[src/rtl/gpiec_pkg.sv]
// Package of register map, field layout and event codes for the input interrupt and event block.
package gpiec_pkg;
   localparam int unsigned NUM_INPUTS     = 11;
   localparam int unsigned LO_INPUTS      = 6;
   localparam int unsigned HI_INPUTS      = 5;
   localparam int unsigned ADDR_W         = 8;
   localparam int unsigned DATA_W         = 8;
   // Register offsets.
   localparam logic [7:0] ADDR_STATUS       = 8'h01;
   localparam logic [7:0] ADDR_PENDING_LO   = 8'h13;
   localparam logic [7:0] ADDR_PENDING_HI   = 8'h14;
   localparam logic [7:0] ADDR_INPUT_LVL_LO = 8'h15;
   localparam logic [7:0] ADDR_INPUT_LVL_HI = 8'h16;
   localparam logic [7:0] ADDR_LEVEL_SEL_LO = 8'h1b;
   localparam logic [7:0] ADDR_LEVEL_SEL_HI = 8'h1c;
   localparam logic [7:0] ADDR_EVENT_EN_LO  = 8'h1d;
   localparam logic [7:0] ADDR_EVENT_EN_HI  = 8'h1e;
   localparam logic [7:0] ADDR_IRQ_EN_LO    = 8'h1f;
   localparam logic [7:0] ADDR_IRQ_EN_HI    = 8'h20;
   localparam logic [7:0] ADDR_INT_CLEAR    = 8'h30;
   localparam logic [7:0] ADDR_INT_ENABLE   = 8'h31;
   // Status register bit positions.
   localparam int unsigned STAT_EVENT_BIT   = 0;
   localparam int unsigned STAT_INPUT_BIT   = 1;
   localparam int unsigned STAT_OVFL_BIT    = 2;
   // Writable masks: bit 5 of the low group only exists on the eleven-input variant.
   localparam logic [7:0] MASK_LO_FULL     = 8'h3f;
   localparam logic [7:0] MASK_LO_REDUCED  = 8'h1f;
   localparam logic [7:0] MASK_HI          = 8'h1f;
   localparam logic [7:0] MASK_STATUS      = 8'h07;
   localparam logic [7:0] RESET_VALUE      = 8'h00;
   // Event code layout: bit 7 is the state, low bits the event number.
   localparam logic [6:0] EVENT_CODE_BASE  = 7'h25;
   localparam int unsigned EVENT_STATE_BIT = 7;
endpackage : gpiec_pkg

[src/rtl/gpiec_top.sv]
// Level select, event logging and interrupt enable logic for the general-purpose inputs.
//
// Overview of operation
// - Level bit 0: pending while row low.
// - Level bit 1: pending while row high.
// - High level register: inputs 7-11, rows 6-10.
// - Low level register: inputs 1-6, rows 0-5.
// - Event enable 0: no event entries.
// - Event enable 1: activity logged as events.
// - Event enable bit layout, reserved tops.
// - Event-mode activity raises event interrupt status.
// - Event-mode inputs never raise input summary.
// - Logged input events are ordinary events.
// - Interrupt enable 0: pending flag ignored.
// - Enable 1: pending plus condition sets summary.
// - Low interrupt enable: inputs 1-6, bits 0-5.
// - High interrupt enable: inputs 7-11, bits 0-4.
// - Input 6 controls inactive unless eleven-input variant.
`timescale 1ns/1ns
`default_nettype none
module gpiec_top #(
   parameter bit HAS_INPUT6 = 1'b0
) (
   // Clock and reset.
   input  wire logic        clk,
   input  wire logic        reset,
   // Input pins, row lines 0 to 10.
   input  wire logic [10:0] row_line,
   // Register port.
   input  wire logic [7:0]  reg_addr,
   input  wire logic [7:0]  reg_wdata,
   input  wire logic        reg_write,
   input  wire logic        reg_read,
   output logic      [7:0]  reg_rdata,
   // Event entries toward the event store.
   output logic             event_valid,
   output logic      [7:0]  event_code,
   // Interrupt.
   output logic             irq
);

   ////////////////////////////////////////////////////////////////////////////////
   typedef struct packed {
      logic [10:0] sync1;
      logic [10:0] sync2;
      logic [10:0] prev_active;
      logic [10:0] level_sel;
      logic [10:0] event_en;
      logic [10:0] irq_en;
      logic [10:0] pending;
      logic [2:0]  status;
      logic [2:0]  int_en;
      logic [7:0]  rdata;
      logic        event_valid;
      logic [7:0]  event_code;
      logic        irq;
   } gpiec_state_s;

   gpiec_state_s state_ff;
   gpiec_state_s nxt_state;

   // Writable low-group mask depends on the variant.
   localparam logic [7:0] LO_MASK = HAS_INPUT6 ? gpiec_pkg::MASK_LO_FULL
                                               : gpiec_pkg::MASK_LO_REDUCED;
   localparam logic [10:0] ALL_MASK = {gpiec_pkg::MASK_HI[4:0], LO_MASK[5:0]};

   ////////////////////////////////////////////////////////////////////////////////
   always_comb begin
      logic [10:0] active;
      logic [10:0] change;
      logic [10:0] set_pending;
      logic [10:0] clr_pending;
      logic        summary;
      logic        found;
      logic [3:0]  idx;
      logic [2:0]  set_status;
      logic [2:0]  clr_status;
      logic [7:0]  rd;
      nxt_state = state_ff;
      active = '0;
      change = '0;
      set_pending = '0;
      clr_pending = '0;
      summary = 1'b0;
      found = 1'b0;
      idx = 4'h0;
      set_status = 3'h0;
      clr_status = 3'h0;
      rd = 8'h00;

      // Two-flop synchroniser on the row pins.
      nxt_state.sync1 = row_line;
      nxt_state.sync2 = state_ff.sync1;

      // level condition: active when pin equals level bit.
      // input n watches row line n-1.
      active = ~(state_ff.sync2 ^ state_ff.level_sel) & ALL_MASK;
      change = (active ^ state_ff.prev_active) & ALL_MASK;
      nxt_state.prev_active = active;

      // pending flags only for inputs outside event mode.
      set_pending = active & ~state_ff.event_en;

      // lowest-numbered changing event-mode input is logged.
      nxt_state.event_valid = 1'b0;
      for (int i = 0; i < 11; i++) begin
         if (!found && change[i] && state_ff.event_en[i]) begin
            found = 1'b1;
            idx = 4'(i);
         end
      end
      if (found) begin
         // code shares the ordinary event format.
         nxt_state.event_valid = 1'b1;
         nxt_state.event_code = {active[idx], gpiec_pkg::EVENT_CODE_BASE + 7'(idx)};
         set_status[gpiec_pkg::STAT_EVENT_BIT] = 1'b1;
      end
      // Several simultaneous changes lose all but one; flag the loss.
      if ((change & state_ff.event_en) != (11'h001 << idx) && found) begin
         set_status[gpiec_pkg::STAT_OVFL_BIT] = 1'b1;
      end

      // summary of enabled pending non-event inputs.
      summary = |(state_ff.pending & active & state_ff.irq_en & ~state_ff.event_en);
      if (summary) begin
         set_status[gpiec_pkg::STAT_INPUT_BIT] = 1'b1;
      end

      // Register writes.
      if (reg_write) begin
         case (reg_addr)
            gpiec_pkg::ADDR_LEVEL_SEL_LO: nxt_state.level_sel[5:0] = reg_wdata[5:0] & LO_MASK[5:0];
            gpiec_pkg::ADDR_LEVEL_SEL_HI: nxt_state.level_sel[10:6] = reg_wdata[4:0];
            gpiec_pkg::ADDR_EVENT_EN_LO:  nxt_state.event_en[5:0] = reg_wdata[5:0] & LO_MASK[5:0];
            gpiec_pkg::ADDR_EVENT_EN_HI:  nxt_state.event_en[10:6] = reg_wdata[4:0];
            gpiec_pkg::ADDR_IRQ_EN_LO:    nxt_state.irq_en[5:0] = reg_wdata[5:0] & LO_MASK[5:0];
            gpiec_pkg::ADDR_IRQ_EN_HI:    nxt_state.irq_en[10:6] = reg_wdata[4:0];
            gpiec_pkg::ADDR_INT_CLEAR:    clr_status = reg_wdata[2:0];
            gpiec_pkg::ADDR_INT_ENABLE:   nxt_state.int_en = reg_wdata[2:0];
            default: begin
            end
         endcase
      end

      // Reads of the pending registers clear the flags they return.
      if (reg_read && reg_addr == gpiec_pkg::ADDR_PENDING_LO) begin
         clr_pending[5:0] = state_ff.pending[5:0];
      end
      if (reg_read && reg_addr == gpiec_pkg::ADDR_PENDING_HI) begin
         clr_pending[10:6] = state_ff.pending[10:6];
      end
      // Set wins over clear.
      nxt_state.pending = ((state_ff.pending & ~clr_pending) | set_pending) & ALL_MASK
                          & ~state_ff.event_en;
      nxt_state.status = (state_ff.status & ~clr_status) | set_status;

      // Register reads; unmapped addresses read zero.
      if (reg_read) begin
         case (reg_addr)
            gpiec_pkg::ADDR_STATUS:       rd = {5'h00, state_ff.status};
            gpiec_pkg::ADDR_PENDING_LO:   rd = {2'h0, state_ff.pending[5:0]};
            gpiec_pkg::ADDR_PENDING_HI:   rd = {3'h0, state_ff.pending[10:6]};
            gpiec_pkg::ADDR_INPUT_LVL_LO: rd = {2'h0, state_ff.sync2[5:0] & LO_MASK[5:0]};
            gpiec_pkg::ADDR_INPUT_LVL_HI: rd = {3'h0, state_ff.sync2[10:6]};
            gpiec_pkg::ADDR_LEVEL_SEL_LO: rd = {2'h0, state_ff.level_sel[5:0]};
            gpiec_pkg::ADDR_LEVEL_SEL_HI: rd = {3'h0, state_ff.level_sel[10:6]};
            gpiec_pkg::ADDR_EVENT_EN_LO:  rd = {2'h0, state_ff.event_en[5:0]};
            gpiec_pkg::ADDR_EVENT_EN_HI:  rd = {3'h0, state_ff.event_en[10:6]};
            gpiec_pkg::ADDR_IRQ_EN_LO:    rd = {2'h0, state_ff.irq_en[5:0]};
            gpiec_pkg::ADDR_IRQ_EN_HI:    rd = {3'h0, state_ff.irq_en[10:6]};
            gpiec_pkg::ADDR_INT_ENABLE:   rd = {5'h00, state_ff.int_en};
            default:                      rd = 8'h00;
         endcase
      end
      nxt_state.rdata = rd;

      nxt_state.irq = |(nxt_state.status & nxt_state.int_en);
   end

   ////////////////////////////////////////////////////////////////////////////////
   always_ff @(posedge clk) begin
      if (reset) begin
         state_ff <= '0;
      end else begin
         state_ff <= nxt_state;
      end
   end

   assign reg_rdata   = state_ff.rdata;
   assign event_valid = state_ff.event_valid;
   assign event_code  = state_ff.event_code;
   assign irq         = state_ff.irq;

endmodule // gpiec_top
`default_nettype wire

[config.mk]
export PLATFORM = sky130hd
export DESIGN_NAME = gpiec_top
export DESIGN_NICKNAME = d
export VERILOG_FILES = /design/src/rtl/gpiec_pkg.sv /design/src/rtl/gpiec_top.sv
export SDC_FILE = /design/constraint.sdc
export NUM_CORES = 1
export LEC_CHECK = 0
export ABC_AREA = 1
export BUFFER_PORTS_ARGS = -buffer_cell sky130_fd_sc_hd__buf_2
export CORE_AREA = 2 2 127 129
export CTS_CLUSTER_SIZE = 12
export DETAILED_ROUTE_END_ITERATION = 8
export DIE_AREA = 0 0 129 131
export SYNTH_ARGS = -nofsm -noshare
export SYNTH_HDL_FRONTEND = slang
export SYNTH_SLANG_ARGS = --single-unit
export TNS_END_PERCENT = 100
[constraint.sdc]
create_clock -name clk -period 2.9 [get_ports clk]
set_input_delay 0.29 -clock clk [delete_from_list [all_inputs] [get_ports clk]]
set_output_delay 0.29 -clock clk [all_outputs]
set_load 0.02 [all_outputs]
### Yosys cells after proc, flatten, opt, wreduce, memory -nomap -nowiden

Index checks and enable logic that the tools add are counted.

* equal/unequal tests: 14
* reduce and logical (&&, ||, !) cells: 40
* bitwise gates (word level): 18
* order comparisons: 1
* add/sub/neg operators: 1
* multiplexer cells: 32
* shift operators: 1

Operators by type and width (number)
* AND 11 bit: 7
* equality test 8 x 5 -> 1 bit (second input constant): 9
* case mux 6 bit (12 select lines): 1
* NOT 11 bit: 3
* equality test 8 x 6 -> 1 bit (second input constant): 3
* two-way mux 4 bit: 6
* logical AND 1 bit: 22
* XOR 11 bit: 2
* two-way mux 1 bit: 15
* two-way mux 3 bit: 4
* AND reduction 2 bit: 6
* != test 11 bit: 1
* OR 11 bit: 1
* OR reduction 11 bit: 1
* left shift 1 x 4 -> 11 bit (first input constant): 1
* logical NOT 1 bit: 9
* two-way mux 9 bit: 1
* equality test 8 x 1 -> 1 bit (second input constant): 1
* adder 6 x 4 -> 7 bit (first input constant): 1
* AND 3 bit: 2
* two-way mux 6 bit: 1
* < comparator 4 x 5 -> 1 bit (second input constant): 1
* two-way mux 5 bit: 1
* binary-select mux 1 bit (select 4 bit): 1
* 6 further kinds: 7

* register bits after elaboration: 98
* word-level logic and storage cells: 124
* output and inout bits: 18
* input port bits: 31

### Longest topological paths before layout

* word-level depth: 48
* mapped depth: 27
* mapped depth without buffers: 27

### Least setup slack after synthesis

No wires, ideal clock.

* path kind: flip-flop to flip-flop
* start point: register state_ff[61] (netlist name)
* end point: register state_ff (netlist bit irq)
* slack: 0.399 ns
* stages on the path, launching flop included: 24
* arrival: 2.386 ns
* data required time: 2.785 ns
* setup time: 0.115 ns
* period minus slack after synthesis: 2.501 ns
* path buffers: 0
* cells stage by stage: dfxtp_1 -> or2_1 -> nand3_1 -> nand3_2 -> nand2_1 -> inv_2 -> nand3_4 -> nor2_2 -> nand2_1 -> nor2_1 -> nor2_2 -> inv_2 -> ha_1 -> ha_1 -> nand3_1 -> nand2_1 -> nor2_1 -> nand2_1 -> nor2_1 -> nand2_1 -> nand2_1 -> nand2_1 -> nand2_1 -> nand2_1

* word-level cells in the longest chain between the ends: 33
* elaborated cells between the ends (all ways): 46
* classes of those cells: eq/ne (1); shift (1); mux (15); bitwise (9); reduce/logical (20)

RTL lines
* start, declared: RTL line gpiec_top.sv:59 `gpiec_state_s state_ff;`
* start signal, assigned: RTL line gpiec_top.sv:185 `state_ff <= nxt_state;`
* XOR 11 bit (*): RTL line gpiec_top.sv:97 `active = ~(state_ff.sync2 ^ state_ff.level_sel) & ALL_MASK;`
* NOT 11 bit (*): RTL line gpiec_top.sv:97
* XOR 11 bit: RTL line gpiec_top.sv:98 `change = (active ^ state_ff.prev_active) & ALL_MASK;`
* logical AND 1 bit (2 in series): RTL line gpiec_top.sv:107 `if (!found && change[i] && state_ff.event_en[i]) begin`
* two-way mux 1 bit: RTL line gpiec_top.sv:107
* logical NOT 1 bit: RTL line gpiec_top.sv:107
* logical AND 1 bit (2 in series): RTL line gpiec_top.sv:107
* two-way mux 1 bit: RTL line gpiec_top.sv:107
* (+15 left out)
* two-way mux 4 bit: RTL line gpiec_top.sv:107
* left shift 1 x 4 -> 11 bit: RTL line gpiec_top.sv:119 `if ((change & state_ff.event_en) != (11'h001 << idx) && found) begin`
* != test 11 bit: RTL line gpiec_top.sv:119
* logical AND 1 bit: RTL line gpiec_top.sv:119
* two-way mux 1 bit: RTL line gpiec_top.sv:119
* OR 3 bit (*): RTL line gpiec_top.sv:155 `nxt_state.status = (state_ff.status & ~clr_status) | set_status;`
* AND 3 bit (*): RTL line gpiec_top.sv:177 `nxt_state.irq = |(nxt_state.status & nxt_state.int_en);`
* OR reduction 3 bit (*): RTL line gpiec_top.sv:177

Every way passes the cells marked *; elsewhere a longest branch is shown, timed or not.
A chain may end at the register's enable or synchronous reset.

### Worst setup path in the final report

Same ends and word-level chain as after synthesis.

==> flow_summary.ini <==
[pwr]
clock_power_share_pct = 46.5
power.density_nw_per_um2 = 477.2
p_leak_nw = 2.586
seqPwrFrac_pct = 46.9
fin_total_pwr_mw = 2.755
internal_power_mw = 2.115
p_sw_mw = 0.6404
ir_drop_mv = 0.2365
swShare_pct = 23.24
pwr-share-comb_pct = 6.6

[synthesis]
synth_area_leader_cell = dfxtp_1
synth_top_area_share_pct = 39.51
ys_types = 44
synth_seq_cells = 90
ys.flop_type = dfxtp_1
syn_area_per_cell_um2 = 6.942
syn_area_um2 = 4561
syn_inst = 657
ys_warn_count = 0
synthArstFlopShare_pct = 0
yosysSeqAreaShare_pct = 39.51
synth_edf_count = 0
synth_area_leaders = dfxtp_1, inv_1, nand2_1

[clock_tree]
cts_hold_buf = 0
cts.sinks = 90
clockBufferDepth = 2
clk_pin_slew_worst_paths_ps = 70
ctsHtreeMaxLevel = 3
root_buffer = clkbuf_16
clk_latency_ps = 350
cts_tree = built
numCtsBuffers = 9

[drt]
drtIter0Drc = 343
postRouteAntennaNets = 0
wl_per_cell_um = 14.59
drt-pass1-iter-count = 7
wirelength_mm = 13.93
drcViolationCount = 0
via_per_inst = 4.721
via_count = 4509

[placed_design]
hpwl_mm = 10.34
dpl_cell_area_um2 = 5189
io_buffer_count = 40
place_congestion = 0.9353

[global_routing]
grt_max_degree = 43
grt_usage_pct = 16.53
first_global_vias = 3994
antenna_found_initial = 0
grt-ovfl-total = 0
grt_pass1_wl_mm = 21.07

[sta]
tns_ps = 0
max_slew_margin_pct = 41.07
setup_viol = 0
fin_crit_sh_pct = 92.95
finalHoldViolCount = 0
holdWs_ps = 134.8
skew_ps = 7.297
fin_crit_ps = 2695
slew_violations = 0
worst_pin_slew_ps = 875.8
fmax_mhz = 371.0

[worst_hold_path]
hp-start = row_line[9]
hold_path_depth = 3
hold_class = input pin to register
holdPathEnd = nxt_state[88]$_SDFF_PP0_

[layout]
fin_area_um2 = 5773
multi_input_area_um2 = 2292
final_core_util_pct = 37.01
layout-drive-gt1-share_pct = 24.63
diodes = 0
nets = 771
final.fill_count = 1650
area_growth_pct = 26.58
seq_area_um2 = 1818

[floorplanning]
core_region_area_um2 = 15600
num_rows = 46
pin_count = 49
die_height_um = 131
dieArea_um2 = 16900
initial_utilization_pct = 29.24
die_w_um = 129

[setup_path]
timing.rr.end = irq$_SDFF_PP0_
worst_ep_arrival_time_ps = 2940
critPathLaunchType = register
crit_fanout = 4
worst-r2r-setup-slack_ps = 200
rr_startpoint = state_ff[61]$_SDFFE_PP0P_
crit_type = register to register
critPathRequiredTime_ps = 3150
cp-end-kind = register
ff2ff_path_depth = 20

[status]
outcome = completed

[flow_run]
drv_cap = 0
## cell type report
class,count,area share [%]
repair buffers,91,10.10
inverters,127,8.322
multi-input cells,415,39.71
clock inverters,6,1.560
well taps,216,4.681
clock buffers,10,4.140
flip-flops and latches,90,31.49
## logic make-up (layout without fill, tap and decap cells)
| group | after synthesis | in the layout | share of synthesized area [%] |
|---|---|---|---|
| muxes | 1 | 1 | 0.2469 |
| xor gates and xnor gates | 4 | 4 | 0.9330 |
| DFF | 90 | 90 | 39.51 |
| adders and majority gates | 6 | 6 | 1.646 |
| AOI/OAI and AO/OA | 126 | 126 | 16.52 |
| buffers and inverters | 155 | 234 | 14.35 |
| and+or+nand+nor | 274 | 274 | 26.72 |
| other | 1 | 4 | 0.08223 |
## routing by layer
metal | vias to the layer above | global-route usage [%] | wire length (µm)
met5 | - | 0 | 0
met3 | 25 | 2.239 | 746
met1 | 2079 | 21.12 | 6182
li1 | 2267 | - | -
met2 | 138 | 28.01 | 6675
met4 | 0 | 7.225 | 325
## registers in the layout (all words and copies together), names as in the netlist
name / cells
irq: 1
reg_rdata: 5
event_code: 7
nxt_state: 10
event_valid: 1
state_ff: 66
## per-stage QoR
stage | setup WS, ps | std cells
2_1_floorplan | 399.4 | 660
3_3_place_gp | -27.54 | 931
3_5_place_dp | -60.64 | 931
4_1_cts | 21.50 | 947
5_1_grt | -68.09 | 955
6_report | 204.5 | 955
## worst max path at each step
stage | startpoint | to | slack (ps)
detailed placement | state_ff[80]$_SDFF_PP0_ | irq$_SDFF_PP0_ | -60
global placement | state_ff[64]$_SDFFE_PP0P_ | irq$_SDFF_PP0_ | -30
global route | state_ff[82]$_SDFF_PP0_ | irq$_SDFF_PP0_ | -70
floorplan | state_ff[61]$_SDFFE_PP0P_ | irq$_SDFF_PP0_ | 400
finish | state_ff[61]$_SDFFE_PP0P_ | irq$_SDFF_PP0_ | 200
CTS | state_ff[79]$_SDFF_PP0_ | irq$_SDFF_PP0_ | 20
## synthesized netlist by cell type, drive strengths merged (2+ instances only)
cell and number:
o22ai 8, o31ai 4, ha 6, dfxtp 90, o2111ai 2, clkbuf 9
nand3b 2, nor3 18, nand4 9, a21oi 49, nor4 4, buf 19
nand2 119, nand3 49, inv 126, a211oi 2, a221oi 13, nor2 72
xnor2 2, xor2 2, o21ai 41, o211ai 2
## power by group through the flow
stage / logic [mW] / clock network (mW) / registers [mW]
after detailed placement: 0.172 / 0 / 1.32
after global routing: 0.203 / 1.36 / 1.30
after CTS: 0.173 / 1.30 / 1.29
after floorplan: 0.108 / 0 / 1.31
after global placement: 0.171 / 0 / 1.32
final: 0.181 / 1.28 / 1.29
## worst max-delay path, stage by stage (launching register included)
cell and delay (ps):
dfxtp_2 330, or2_4 260, nand3_1 90, nand3_2 120, buf_4 160, a21oi_1 200, o21ai_2 100, nor2_4 180
inv_4 80, ha_4 170, ha_1 200, nand3_1 80, nand2_1 50, nor2_1 90, nand2_1 60, nor2_2 90
nand2_2 60, nand2_2 100, nand2_1 60, nand2_1 60, nand2_1 40
## placed cells by master, fill, tap and decap left out, types with 16 or more instances in the layout
master,synthesis,layout
inv_1,115,112
a21oi_1,48,47
buf_4,17,51
nand2_1,114,102
nand3_1,44,36
nor2_1,69,66
nor3_1,18,18
nand2_2,5,16
buf_2,0,40
o21ai_0,35,35
dfxtp_1,90,77
## what timing repair did
item	CTS	global route
pin swaps	0	13
setup endpoints to repair	1	2
buffers inserted	0	8
gates resized for setup	3	54
Note: power is estimated with default switching activity, not from simulation.
